## src/rtl/ppr_defines.vh

```
`ifndef PPR_DEFINES_VH
`define PPR_DEFINES_VH
// register offsets
`define PPR_OFF_DATA    3'h0
`define PPR_OFF_STATUS  3'h1
`define PPR_OFF_CONTROL 3'h2
`define PPR_OFF_ADDR    3'h3
`define PPR_OFF_DSTR_LO 3'h4
// control fields
`define PPR_CTL_DIR     5
`define PPR_CTL_IRQEN   4
`define PPR_CTL_SELIN   3
`define PPR_CTL_INIT    2
`define PPR_CTL_AUTOFD  1
`define PPR_CTL_STROBE  0
`define PPR_CTL_RESET   6'h00
`define PPR_CTL_WMASK   6'h3f
`define PPR_DATA_RESET  8'h00
// status fields
`define PPR_STAT_IRQ    2
// idle levels of busy, ack_n, paper_error, select, fault_n
`define PPR_SYNC_IDLE   5'h09
// modes
`define PPR_MODE_STD    3'h0
`define PPR_MODE_BIDIR  3'h1
`define PPR_MODE_EPP    3'h4
// port bases
`define PPR_BASE_A      10'h278
`define PPR_BASE_B      10'h378
`define PPR_BASE_C      10'h3bc
`endif

```

## src/rtl/ppr_sync.v

```verilog
`timescale 1ns/1ps
// three-stage synchroniser; output moves once stages two and three agree
module ppr_sync #(
  parameter         W   = 5,
  parameter [W-1:0] RST = {W{1'b0}}
) (
  // clock and reset
  input  wire         mclk,
  input  wire         rst_n,
  // data
  input  wire [W-1:0] async_in,
  output reg  [W-1:0] sync_out
);
  reg [W-1:0] s1_q;
  reg [W-1:0] s2_q;
  reg [W-1:0] s3_q;

  always @(posedge mclk) begin
    if (!rst_n) begin
      s1_q     <= RST;
      s2_q     <= RST;
      s3_q     <= RST;
      sync_out <= RST;
    end else begin
      s1_q <= async_in;
      s2_q <= s1_q;
      s3_q <= s2_q;
      sync_out <= (s2_q & s3_q) | (sync_out & (s2_q | s3_q));
    end
  end
endmodule // ppr_sync

```

## src/rtl/ppr_port.v

```verilog
// Overview of operation
// - control register at offset 2; bits 7:6 reserved, 5:0 reset to zero
// - standard mode: control bit 5 has no effect on the port
// - bidirectional mode: bit 5 zero drives data lines, one makes them inputs
// - bit 4 set: acknowledge assertion raises the host interrupt
// - control bit 3 one asserts select-in, zero negates it
// - control bit 2 one negates init, zero asserts it
// - control bit 1 one asserts auto-feed, zero negates it
// - control bit 0 one asserts strobe, zero negates it
// - epp decode: data 0, status 1, control 2, address 3, data strobe 4-7
// - epp only at bases 278h and 378h, never at 3bch
// - epp forward: data write stores and drives byte; resets to zero
// - epp reverse: data read returns live lines, stored byte unchanged
// - status bit 7 is inverted busy
// - status bit 6 zero while acknowledge asserted
// - status bit 5 one while paper error asserted
// - status bit 4 one while select asserted
// - status bit 3 zero while fault asserted
// - epp: status bit 2 reads one; bits 1:0 reserved
// - standard mode: data write drives byte onto data lines
// - mode 000 standard, 001 bidirectional
// - bidir with irq enabled: ack clears status bit 2; status read sets it
`timescale 1ns/1ps
`include "ppr_defines.vh"
module ppr_port (
  // clock and reset
  input  wire        mclk,
  input  wire        rst_n,
  // configuration
  input  wire [2:0]  port_mode,
  input  wire [9:0]  port_base,
  // host i/o port
  input  wire [2:0]  io_addr,
  input  wire        io_rd,
  input  wire        io_wr,
  input  wire [7:0]  io_wdata,
  output reg  [7:0]  io_rdata,
  // parallel data lines
  input  wire [7:0]  parallel_data_lines_in,
  output reg  [7:0]  parallel_data_lines_out,
  output reg         parallel_data_lines_oe,
  // control lines, active low
  output reg         strobe_n,
  output reg         autofeed_n,
  output reg         init_n,
  output reg         select_in_n,
  // peripheral status lines
  input  wire        busy,
  input  wire        ack_n,
  input  wire        paper_error,
  input  wire        select,
  input  wire        fault_n,
  // interrupt to host
  output reg         port_irq
);
  // register state and next values
  reg  [7:0] data_q;
  reg  [7:0] data_d;
  reg  [5:0] ctl_q;
  reg  [5:0] ctl_d;
  reg        irq_flag_q;
  reg        irq_flag_d;
  reg        ack_n_prev_q;
  reg  [7:0] epp_q;
  reg  [7:0] epp_d;
  reg        epp_sel_q;
  reg        epp_sel_d;

  // read path and pin next values
  reg  [7:0] rdata_d;
  reg  [7:0] stat_byte;
  reg  [7:0] pd_out_d;
  reg        pd_oe_d;
  reg        strobe_n_d;
  reg        autofeed_n_d;
  reg        init_n_d;
  reg        select_in_n_d;
  reg        port_irq_d;
  wire [4:0] stat_sync;

  // epp is only valid at two of the three bases
  function epp_ok;
    input [2:0] m;
    input [9:0] b;
    begin
      epp_ok = (m == `PPR_MODE_EPP) && ((b == `PPR_BASE_A) || (b == `PPR_BASE_B));
    end
  endfunction

  // one strobe at one offset; shared by the data, status and control decodes
  function hit;
    input       strobe;
    input [2:0] addr;
    input [2:0] offset;
    begin
      hit = strobe && (addr == offset);
    end
  endfunction

  // epp strobe window: address register plus the four data strobe offsets
  function in_strobe_window;
    input [2:0] addr;
    begin
      in_strobe_window = (addr >= `PPR_OFF_ADDR);
    end
  endfunction

  // mode decode; epp at the unsupported base falls back to standard
  wire is_epp   = epp_ok(port_mode, port_base);
  wire is_bidir = (port_mode == `PPR_MODE_BIDIR);
  wire is_std   = !is_epp && !is_bidir;
  // direction bit only meaningful outside standard mode
  wire reverse  = !is_std && ctl_q[`PPR_CTL_DIR];

  // sync order: busy, ack_n, paper_error, select, fault_n
  // reset to idle levels so no false acknowledge edge follows reset
  ppr_sync #(
    .W   (5),
    .RST (`PPR_SYNC_IDLE)
  ) u_sync (
    .mclk     (mclk),
    .rst_n    (rst_n),
    .async_in ({busy, ack_n, paper_error, select, fault_n}),
    .sync_out (stat_sync)
  );

  wire s_busy  = stat_sync[4];
  wire s_ack_n = stat_sync[3];
  wire s_perr  = stat_sync[2];
  wire s_sel   = stat_sync[1];
  wire s_flt_n = stat_sync[0];

  // acknowledge edge and host strobe decode
  wire ack_fall = ack_n_prev_q && !s_ack_n;
  wire wr_data  = hit(io_wr, io_addr, `PPR_OFF_DATA);
  wire wr_ctl   = hit(io_wr, io_addr, `PPR_OFF_CONTROL);
  wire rd_data  = hit(io_rd, io_addr, `PPR_OFF_DATA);
  wire rd_stat  = hit(io_rd, io_addr, `PPR_OFF_STATUS);
  wire rd_ctl   = hit(io_rd, io_addr, `PPR_OFF_CONTROL);
  wire wr_strb  = is_epp && io_wr && in_strobe_window(io_addr);
  wire rd_strb  = is_epp && io_rd && in_strobe_window(io_addr);

  // writes in reverse are dropped; the stored byte survives a direction change
  always @* begin
    data_d = data_q;
    if (wr_data && !reverse) begin
      data_d = io_wdata;
    end
  end

  always @* begin
    ctl_d = ctl_q;
    if (wr_ctl) begin
      // bits 7:6 have no storage
      ctl_d = io_wdata[5:0] & `PPR_CTL_WMASK;
    end
  end

  always @* begin
    irq_flag_d = irq_flag_q;
    // ack event wins over the status read that sets the flag
    if (is_bidir && ctl_q[`PPR_CTL_IRQEN] && ack_fall) begin
      irq_flag_d = 1'b0;
    end else if (rd_stat) begin
      irq_flag_d = 1'b1;
    end
  end

  // a data register write hands the lines back to the stored byte
  always @* begin
    epp_d     = epp_q;
    epp_sel_d = epp_sel_q;
    if (wr_strb) begin
      epp_d     = io_wdata;
      epp_sel_d = 1'b1;
    end else if (wr_data && is_epp) begin
      epp_sel_d = 1'b0;
    end
  end

  // status shows synchronised lines only, never the raw pins
  always @* begin
    stat_byte    = 8'h00;
    stat_byte[7] = !s_busy;
    stat_byte[6] = s_ack_n;
    stat_byte[5] = s_perr;
    stat_byte[4] = s_sel;
    stat_byte[3] = s_flt_n;
    if (is_bidir) begin
      stat_byte[2] = irq_flag_q;
    end else begin
      stat_byte[2] = 1'b1;
    end
  end

  // offsets 3 to 7 read zero outside epp; control bits 7:6 read zero
  always @* begin
    rdata_d = io_rdata;
    if (rd_data) begin
      rdata_d = reverse ? parallel_data_lines_in : data_q;
    end else if (rd_stat) begin
      rdata_d = stat_byte;
    end else if (rd_ctl) begin
      rdata_d = {2'h0, ctl_q};
    end else if (rd_strb) begin
      rdata_d = parallel_data_lines_in;
    end else if (io_rd) begin
      rdata_d = 8'h00;
    end
  end

  // epp byte shows only while epp holds; a stale select must not leak into std
  always @* begin
    if (is_epp && epp_sel_q) begin
      pd_out_d = epp_q;
    end else begin
      pd_out_d = data_q;
    end
    if (reverse) begin
      pd_oe_d = 1'b0;
    end else begin
      pd_oe_d = 1'b1;
    end
  end

  // control pins are active low; init runs the other way round
  always @* begin
    if (ctl_q[`PPR_CTL_STROBE]) begin
      strobe_n_d = 1'b0;
    end else begin
      strobe_n_d = 1'b1;
    end
    if (ctl_q[`PPR_CTL_AUTOFD]) begin
      autofeed_n_d = 1'b0;
    end else begin
      autofeed_n_d = 1'b1;
    end
    if (ctl_q[`PPR_CTL_INIT]) begin
      init_n_d = 1'b1;
    end else begin
      init_n_d = 1'b0;
    end
    if (ctl_q[`PPR_CTL_SELIN]) begin
      select_in_n_d = 1'b0;
    end else begin
      select_in_n_d = 1'b1;
    end
  end

  // level interrupt: follows the synchronised acknowledge, no latch
  always @* begin
    port_irq_d = 1'b0;
    if (ctl_q[`PPR_CTL_IRQEN] && !s_ack_n) begin
      port_irq_d = 1'b1;
    end
  end

  // one flop per register; next values come from the blocks above
  always @(posedge mclk) begin
    if (!rst_n) begin
      data_q       <= `PPR_DATA_RESET;
      ctl_q        <= `PPR_CTL_RESET;
      irq_flag_q   <= 1'b1;
      ack_n_prev_q <= 1'b1;
      epp_q        <= 8'h00;
      epp_sel_q    <= 1'b0;
    end else begin
      data_q       <= data_d;
      ctl_q        <= ctl_d;
      irq_flag_q   <= irq_flag_d;
      ack_n_prev_q <= s_ack_n;
      epp_q        <= epp_d;
      epp_sel_q    <= epp_sel_d;
    end
  end

  always @(posedge mclk) begin
    if (!rst_n) begin
      io_rdata <= 8'h00;
    end else begin
      io_rdata <= rdata_d;
    end
  end

  // pins come straight from flops so decode changes never glitch them
  always @(posedge mclk) begin
    if (!rst_n) begin
      parallel_data_lines_out <= 8'h00;
      parallel_data_lines_oe  <= 1'b0;
      strobe_n                <= 1'b1;
      autofeed_n              <= 1'b1;
      init_n                  <= 1'b0;
      select_in_n             <= 1'b1;
      port_irq                <= 1'b0;
    end else begin
      parallel_data_lines_out <= pd_out_d;
      parallel_data_lines_oe  <= pd_oe_d;
      strobe_n                <= strobe_n_d;
      autofeed_n              <= autofeed_n_d;
      init_n                  <= init_n_d;
      select_in_n             <= select_in_n_d;
      port_irq                <= port_irq_d;
    end
  end
endmodule // ppr_port

```

## config.mk

```make
export PLATFORM = sky130hd
export DESIGN_NAME = ppr_port
export DESIGN_NICKNAME = d
export VERILOG_FILES = /design/src/rtl/ppr_sync.v /design/src/rtl/ppr_port.v
export VERILOG_INCLUDE_DIRS = /design/src /design/src/rtl
export SDC_FILE = /design/constraint.sdc
export NUM_CORES = 1
export LEC_CHECK = 0
export ABC_AREA = 1
export BUFFER_PORTS_ARGS = -buffer_cell sky130_fd_sc_hd__buf_2
export CORE_AREA = 4 4 104 106
export CTS_CLUSTER_SIZE = 20
export DETAILED_ROUTE_END_ITERATION = 12
export DIE_AREA = 0 0 108 110
export GPL_TIMING_DRIVEN = 0
export SYNTH_ARGS = -nofsm -noshare
export SYNTH_HDL_FRONTEND = slang
export SYNTH_SLANG_ARGS = --single-unit
```

## constraint.sdc

```tcl
create_clock -name mclk -period 1.8 [get_ports mclk]
set_input_delay 0.18 -clock mclk [delete_from_list [all_inputs] [get_ports mclk]]
set_output_delay 0.18 -clock mclk [all_outputs]
set_load 0.01 [all_outputs]
```

Yosys cells after proc, flatten, opt, wreduce, memory -nomap -nowiden --
Index checks and enable logic that the tools add are counted.
Storage, ports and cells: flip-flop bits (word level) 67, input bits 41, output and inout port bits 22
Operators by class: magnitude comparators 1, equality and inequality tests 6, mux-type cells 18, bitwise logic cells 4, reductions and logical operators 30
Operator list (count):
- $mux W8 | 7
- $eq A10 B10 Y1 const B | 2
- $logic_and A1 B1 Y1 | 19
- $mux W1 | 11
- $and A5 B5 Y5 | 2
- $or A5 B5 Y5 | 2
- $eq A3 B1 Y1 const B | 2
- $logic_not A1 Y1 | 6
- $reduce_bool A5 Y1 | 1
- $reduce_bool A2 Y1 | 2
- $eq A3 B2 Y1 const B | 1
- $eq A3 B3 Y1 const B | 1
- $ge A3 B2 Y1 const B | 1
- $logic_not A3 Y1 | 1
- $logic_or A1 B1 Y1 | 1

Depth between registers and ports, before layout --
depth after elaboration 9, mapped depth 11, depth with buffers taken out 11

Modules after synthesis --
From an unflattened synthesis, not the netlist that was laid out.
Second synthesis, totals: cell total of the unflattened synthesis 365, area, all modules 2792.7 sq um
By module, submodules not included:
- ppr_port | times used 1, cells each 304, area each 2197.1 sq um
- ppr_sync | times used 1, cells each 61, area each 595.6 sq um

Worst setup path after synthesis --
No wires, ideal clock.
path type in2reg, from input port port_mode[0], to register data_q[0], data arrival time 987 ps, required time 1684 ps, setup slack 697 ps, stages 10, cells stage by stage inv_1 -> nand2_2 -> nor2_2 -> nand3_2 -> nand2_4 -> nand2_4 -> nand3_4 -> inv_4 -> nor2_1 -> nor2_1
Between the ends: longest elaborated chain between the ends 8
RTL lines:
- start: declaration | RTL line ppr_port.v:30 | input wire [2:0] port_mode,
- $eq A3 B3 Y1 (no source line)
- $logic_and A1 B1 Y1 | RTL line ppr_port.v:86 | epp_ok = (m == `PPR_MODE_EPP) && ((b == `PPR_BASE_A) || (b == `PPR_BASE_B));
- $logic_not A1 Y1 | RTL line ppr_port.v:111 | wire is_std = !is_epp && !is_bidir;
- $logic_and A1 B1 Y1 * | RTL line ppr_port.v:111
- $logic_not A1 Y1 * | RTL line ppr_port.v:113 | wire reverse = !is_std && ctl_q[`PPR_CTL_DIR];
- $logic_and A1 B1 Y1 * | RTL line ppr_port.v:113
- $logic_not A1 Y1 * | RTL line ppr_port.v:146 | if (wr_data && !reverse) begin
- $logic_and A1 B1 Y1 * | RTL line ppr_port.v:146
- end signal: assignment | RTL line ppr_port.v:261 | data_q <= `PPR_DATA_RESET;
- end signal: assignment | RTL line ppr_port.v:268 | data_q <= data_d;
- end: declaration | RTL line ppr_port.v:57 | reg [7:0] data_q;
Every way passes the cells marked *; elsewhere a longest branch is shown, timed or not. A chain may end at the register's enable or synchronous reset.

Worst setup path in the final report --
from register ctl_q[5], to register io_rdata[5]
Between the ends: longest elaborated chain between the ends 3
RTL lines:
- start: declaration | RTL line ppr_port.v:59 | reg [5:0] ctl_q;
- start signal: assignment | RTL line ppr_port.v:262 | ctl_q <= `PPR_CTL_RESET;
- start signal: assignment | RTL line ppr_port.v:269 | ctl_q <= ctl_d;
- $mux W8 / $logic_and A1 B1 Y1 (equally long branches) | RTL line ppr_port.v:203, ppr_port.v:113
- $mux W8 (on tied branches) | RTL line ppr_port.v:201, ppr_port.v:200
- $mux W8 * | RTL line ppr_port.v:199 | if (rd_data) begin
- end signal: assignment | RTL line ppr_port.v:281 | io_rdata <= rdata_d;
- end: declaration | RTL line ppr_port.v:37 | output reg [7:0] io_rdata,
Marks and branches as above.

==> summary.txt <==
Floorplanning
  – Die Span X: 108 µm
  – Count of boundary I/O pins: 63
  – Area of the placeable core: between 0.009 and 0.01 mm²
  – FP Rows: 36
  – Height of the die: 110 µm
  – Full die area: 0.0119 mm²
  – Initial cell density of the core: 0.278

Yosys
  – FFs w/ async S/R, synth: 0
  – Combined area of all synthesized cells: approximately 0.0027 mm²
  – Total of warnings raised by yosys: 0
  – Post-synthesis instance total: between 300 and 400
  – Xor-xnor portion of the synthesized cell area: 0
  – Simple-gate area share of the yosys netlist: 0.269
  – Number of different library cells in the post-synthesis netlist: 31
  – Primary FF master, synth: dfxtp_1
  – Share of synthesized area occupied by flip-flops and latches: 0.494
  – Number of enable flip-flop cells after synthesis: 0
  – Largest family of logic cells by synthesized area: simple AND/OR/NAND/NOR gates
  – Number of synthesized register bits: between 60 and 70
  – Syn_area_per_cell: ~7.6 µm²
  – Post-synthesis adder-cell area fraction: 0
  – Multiplexer fraction of the synthesized cell area: 0
  – Number of nets produced by synthesis: around 400
  – Synthesized-area fraction occupied by ao, oa, aoi and oai cells: 0.143

Placed design
  – Number of I/O port buffers: 60
  – Weighted congestion reported at the end of routability-driven placement: 0.896
  – Estimated wirelength of the detail-placed design: about 5400 µm
  – Pre-CTS setup slack: slightly below 0.4 ns
  – Number of placed instances, taps included: 550

Min path
  – Hold EP: u_sync.s1_q[4]$_SDFF_PN0_
  – Worst hold path stage count: 3
  – Class of the tightest hold or removal check: primary input to register
  – Hold_sp: busy

Clocking
  – TritonCTS Buffers: 9
  – Clock sinks: 67
  – Clock Latency Late Sink: 0.35 ns
  – Post-CTS Resized: 0
  – TritonCTS clock tree: yes
  – Postcts setup bufs: 0
  – Maximum clock insertion buffer count: 2
  – Clock root cell: clkbuf_8
  – Number of levels the H-tree was split into: 3
  – Hold bufs inserted after CTS: 0
  – Clock slew at reported path FFs: roughly 0.070 ns

Power and ir drop
  – Switch share: 0.247
  – Cell internal pwr: 2290 µW
  – Share of power burned in registers: 0.506
  – Peak supply drop: approximately 0.00046 V
  – Power density cells: ~900 mW/mm²
  – Net load switching power: 749 µW
  – Combinational power share: 0.078
  – Total leakage power: 0.00159 µW
  – Part of the power in the clock network: 0.416

Routing
  – WL final: just over 7000 µm
  – Overall via count from detail_route: around 2500
  – Detail-routed via count per cell: approximately 4.4
  – DRC viols: 0
  – Starting DRT DRC Count: 79
  – Average wire per standard cell: between 10 and 15 µm
  – First drt pass iteration count: 4
  – Count of nets left with antenna violations after detail routing: 0

Setup path
  – Setup crit start kind: register
  – Count of cells along the worst register-to-register path: 9
  – Worst reg2reg startpoint: ctl_q[5]$_SDFFE_PN0P_
  – Data required, critical path: 2.08 ns
  – FF-to-FF End: io_rdata[5]$_SDFFE_PN0P_
  – CP Class: register to register
  – WP data arrival: 1.55 ns
  – Critical-path maximum fanout: 10
  – Endpoint class of the critical path: register
  – Reg2reg setup slack: 0.53 ns

STA
  – Hold Slack: slightly above 0.02 ns
  – Post-layout minimum cycle time: ~1.3 ns
  – Crit share post-route: 0.704
  – Final critical-path setup slack: 0.532 ns
  – RSZ-0062 raised after global routing: no
  – Actual transition at the worst max-transition pin: 0.496 ns
  – Final number of setup-violating endpoints: 0
  – Max-slew violations: 0
  – Highest clock frequency the design can meet: slightly below 800 MHz
  – Hold Fails Final Rpt: 0
  – Worst setup skew after layout: between 0.01 and 0.015 ns
  – Setup TNS after final layout: 0 ns
  – Headroom to the max-slew limit: 0.669

Final layout
  – Final cell count without fillers: approximately 570
  – Number of nets in the finished design: 469
  – Share of layout cells above drive strength 1: 0.245
  – Area added between synthesis and finish: 24.7%
  – Most common cell after layout, fill and taps aside: dfxtp_1
  – Number of fill cells: 1050
  – Total inserted antenna cells: 0
  – Post-route core utilization: 0.346
  – Highest-count cells in the layout ignoring fill and taps: dfxtp_1 (67), buf_2 (66), inv_1 (50), nand2_1 (49), nor2_1 (45)

Global route
  – First-pass GRT wire length: roughly 12000 µm
  – Via count of the first global-routing pass: roughly 2500
  – Pin count of the biggest net entering global routing: 13
  – Total grt overflow: 0
  – Number of antenna violations at the first check in global routing: 0
  – Total routing usage reported by global routing: 0.126

Status
  – Result of the run: complete, no violations

Job
  – Max Cap Violations: 0
layer usage:
metal  up-vias  track usage  wire length [µm]
met2        91        0.214              3440
met4         0       0.0622               167
li1       1281            -                 -
met3        16       0.0443               585
met5         -            0                 0
met1      1120        0.142              2890
worst max path at each step:
stage / start / endpoint / cells after the start
after floorplan: port_mode[0] / data_q[0]$_SDFFE_PN0P_ / 10
after global placement: port_base[7] / parallel_data_lines_out[5]$_SDFF_PN0_ / 8
after detailed placement: port_base[7] / parallel_data_lines_out[5]$_SDFF_PN0_ / 8
after CTS: ctl_q[5]$_SDFFE_PN0P_ / io_rdata[5]$_SDFFE_PN0P_ / 9
after global routing: ctl_q[5]$_SDFFE_PN0P_ / io_rdata[5]$_SDFFE_PN0P_ / 9
final: ctl_q[5]$_SDFFE_PN0P_ / io_rdata[5]$_SDFFE_PN0P_ / 9
stage by stage:
step           power (µW)  instance area [µm²]
3_5_place_dp         1810                 3180
3_3_place_gp         1810                 3180
4_1_cts              3080                 3380
2_1_floorplan        1700                 2710
6_report             3040                 3380
5_1_grt              3180                 3380
registers in the layout, summed over array words and instances, names as in the netlist:
signal and cells:
ack_n_prev_q 1, autofeed_n 1, ctl_q 6, data_q 8
epp_q 8, epp_sel_q 1, init_n 1, io_rdata 8
irq_flag_q 1, parallel_data_lines_oe 1, parallel_data_lines_out 8, port_irq 1
select_in_n 1, strobe_n 1, u_sync.s1_q 5, u_sync.s2_q 5
u_sync.s3_q 5, u_sync.sync_out 5
synth_stat cells, types with 2 or more instances:
library cell  number  area share
a21oi_1           25       0.046
buf_2              6       0.011
clkbuf_1           3      0.0041
dfxtp_1           67        0.49
inv_1             50       0.069
nand2_1           49       0.068
nand2_2            2      0.0046
nand2_4            2      0.0083
nand3_1           27       0.050
nand3_2            3       0.011
nand3b_1           4       0.011
nand4_1            2      0.0046
nor2_1            45       0.062
nor2_2             3      0.0069
o211ai_1           2      0.0055
o21ai_0           44       0.081
o21ai_1            2      0.0037
or2_1              3      0.0069
or2_2              6       0.014
power by group through the flow:
| stage | sequential [µW] | combinational (µW) | clock, µW |
|---|---|---|---|
| after CTS | 1540 | 240 | 1300 |
| after floorplan | 1580 | 124 | 0 |
| after global routing | 1540 | 271 | 1370 |
| final | 1540 | 237 | 1260 |
| after global placement | 1570 | 235 | 0 |
| after detailed placement | 1570 | 239 | 0 |
worst max-delay path, cell delays in order (launching register included):
cell     delay, ns
dfxtp_1       0.37
buf_2         0.24
inv_1         0.08
o21ai_0       0.18
inv_1         0.07
nand2_1       0.07
nand2_1       0.05
nand3_1       0.07
nand2_1       0.05
inv_1         0.05
area by class of cell:
cell class	instances	area [µm²]	share of cell area
plain buffers	11	52.6	0.0155
clock buffers	10	138	0.0407
clock inverters	6	65.1	0.0192
inverters	53	201	0.0595
multi-input cells	226	1120	0.331
flip-flops and latches	67	1340	0.396
well taps	133	166	0.0492
repair buffers	60	300	0.0888
kinds of logic after synthesis:
kind of cell	after synthesis
flip-flops	67
AO/OA/AOI/OAI	75
buffers and inverters	64
AND/OR/NAND/NOR	151
Note: power is estimated with default switching activity, not from simulation.
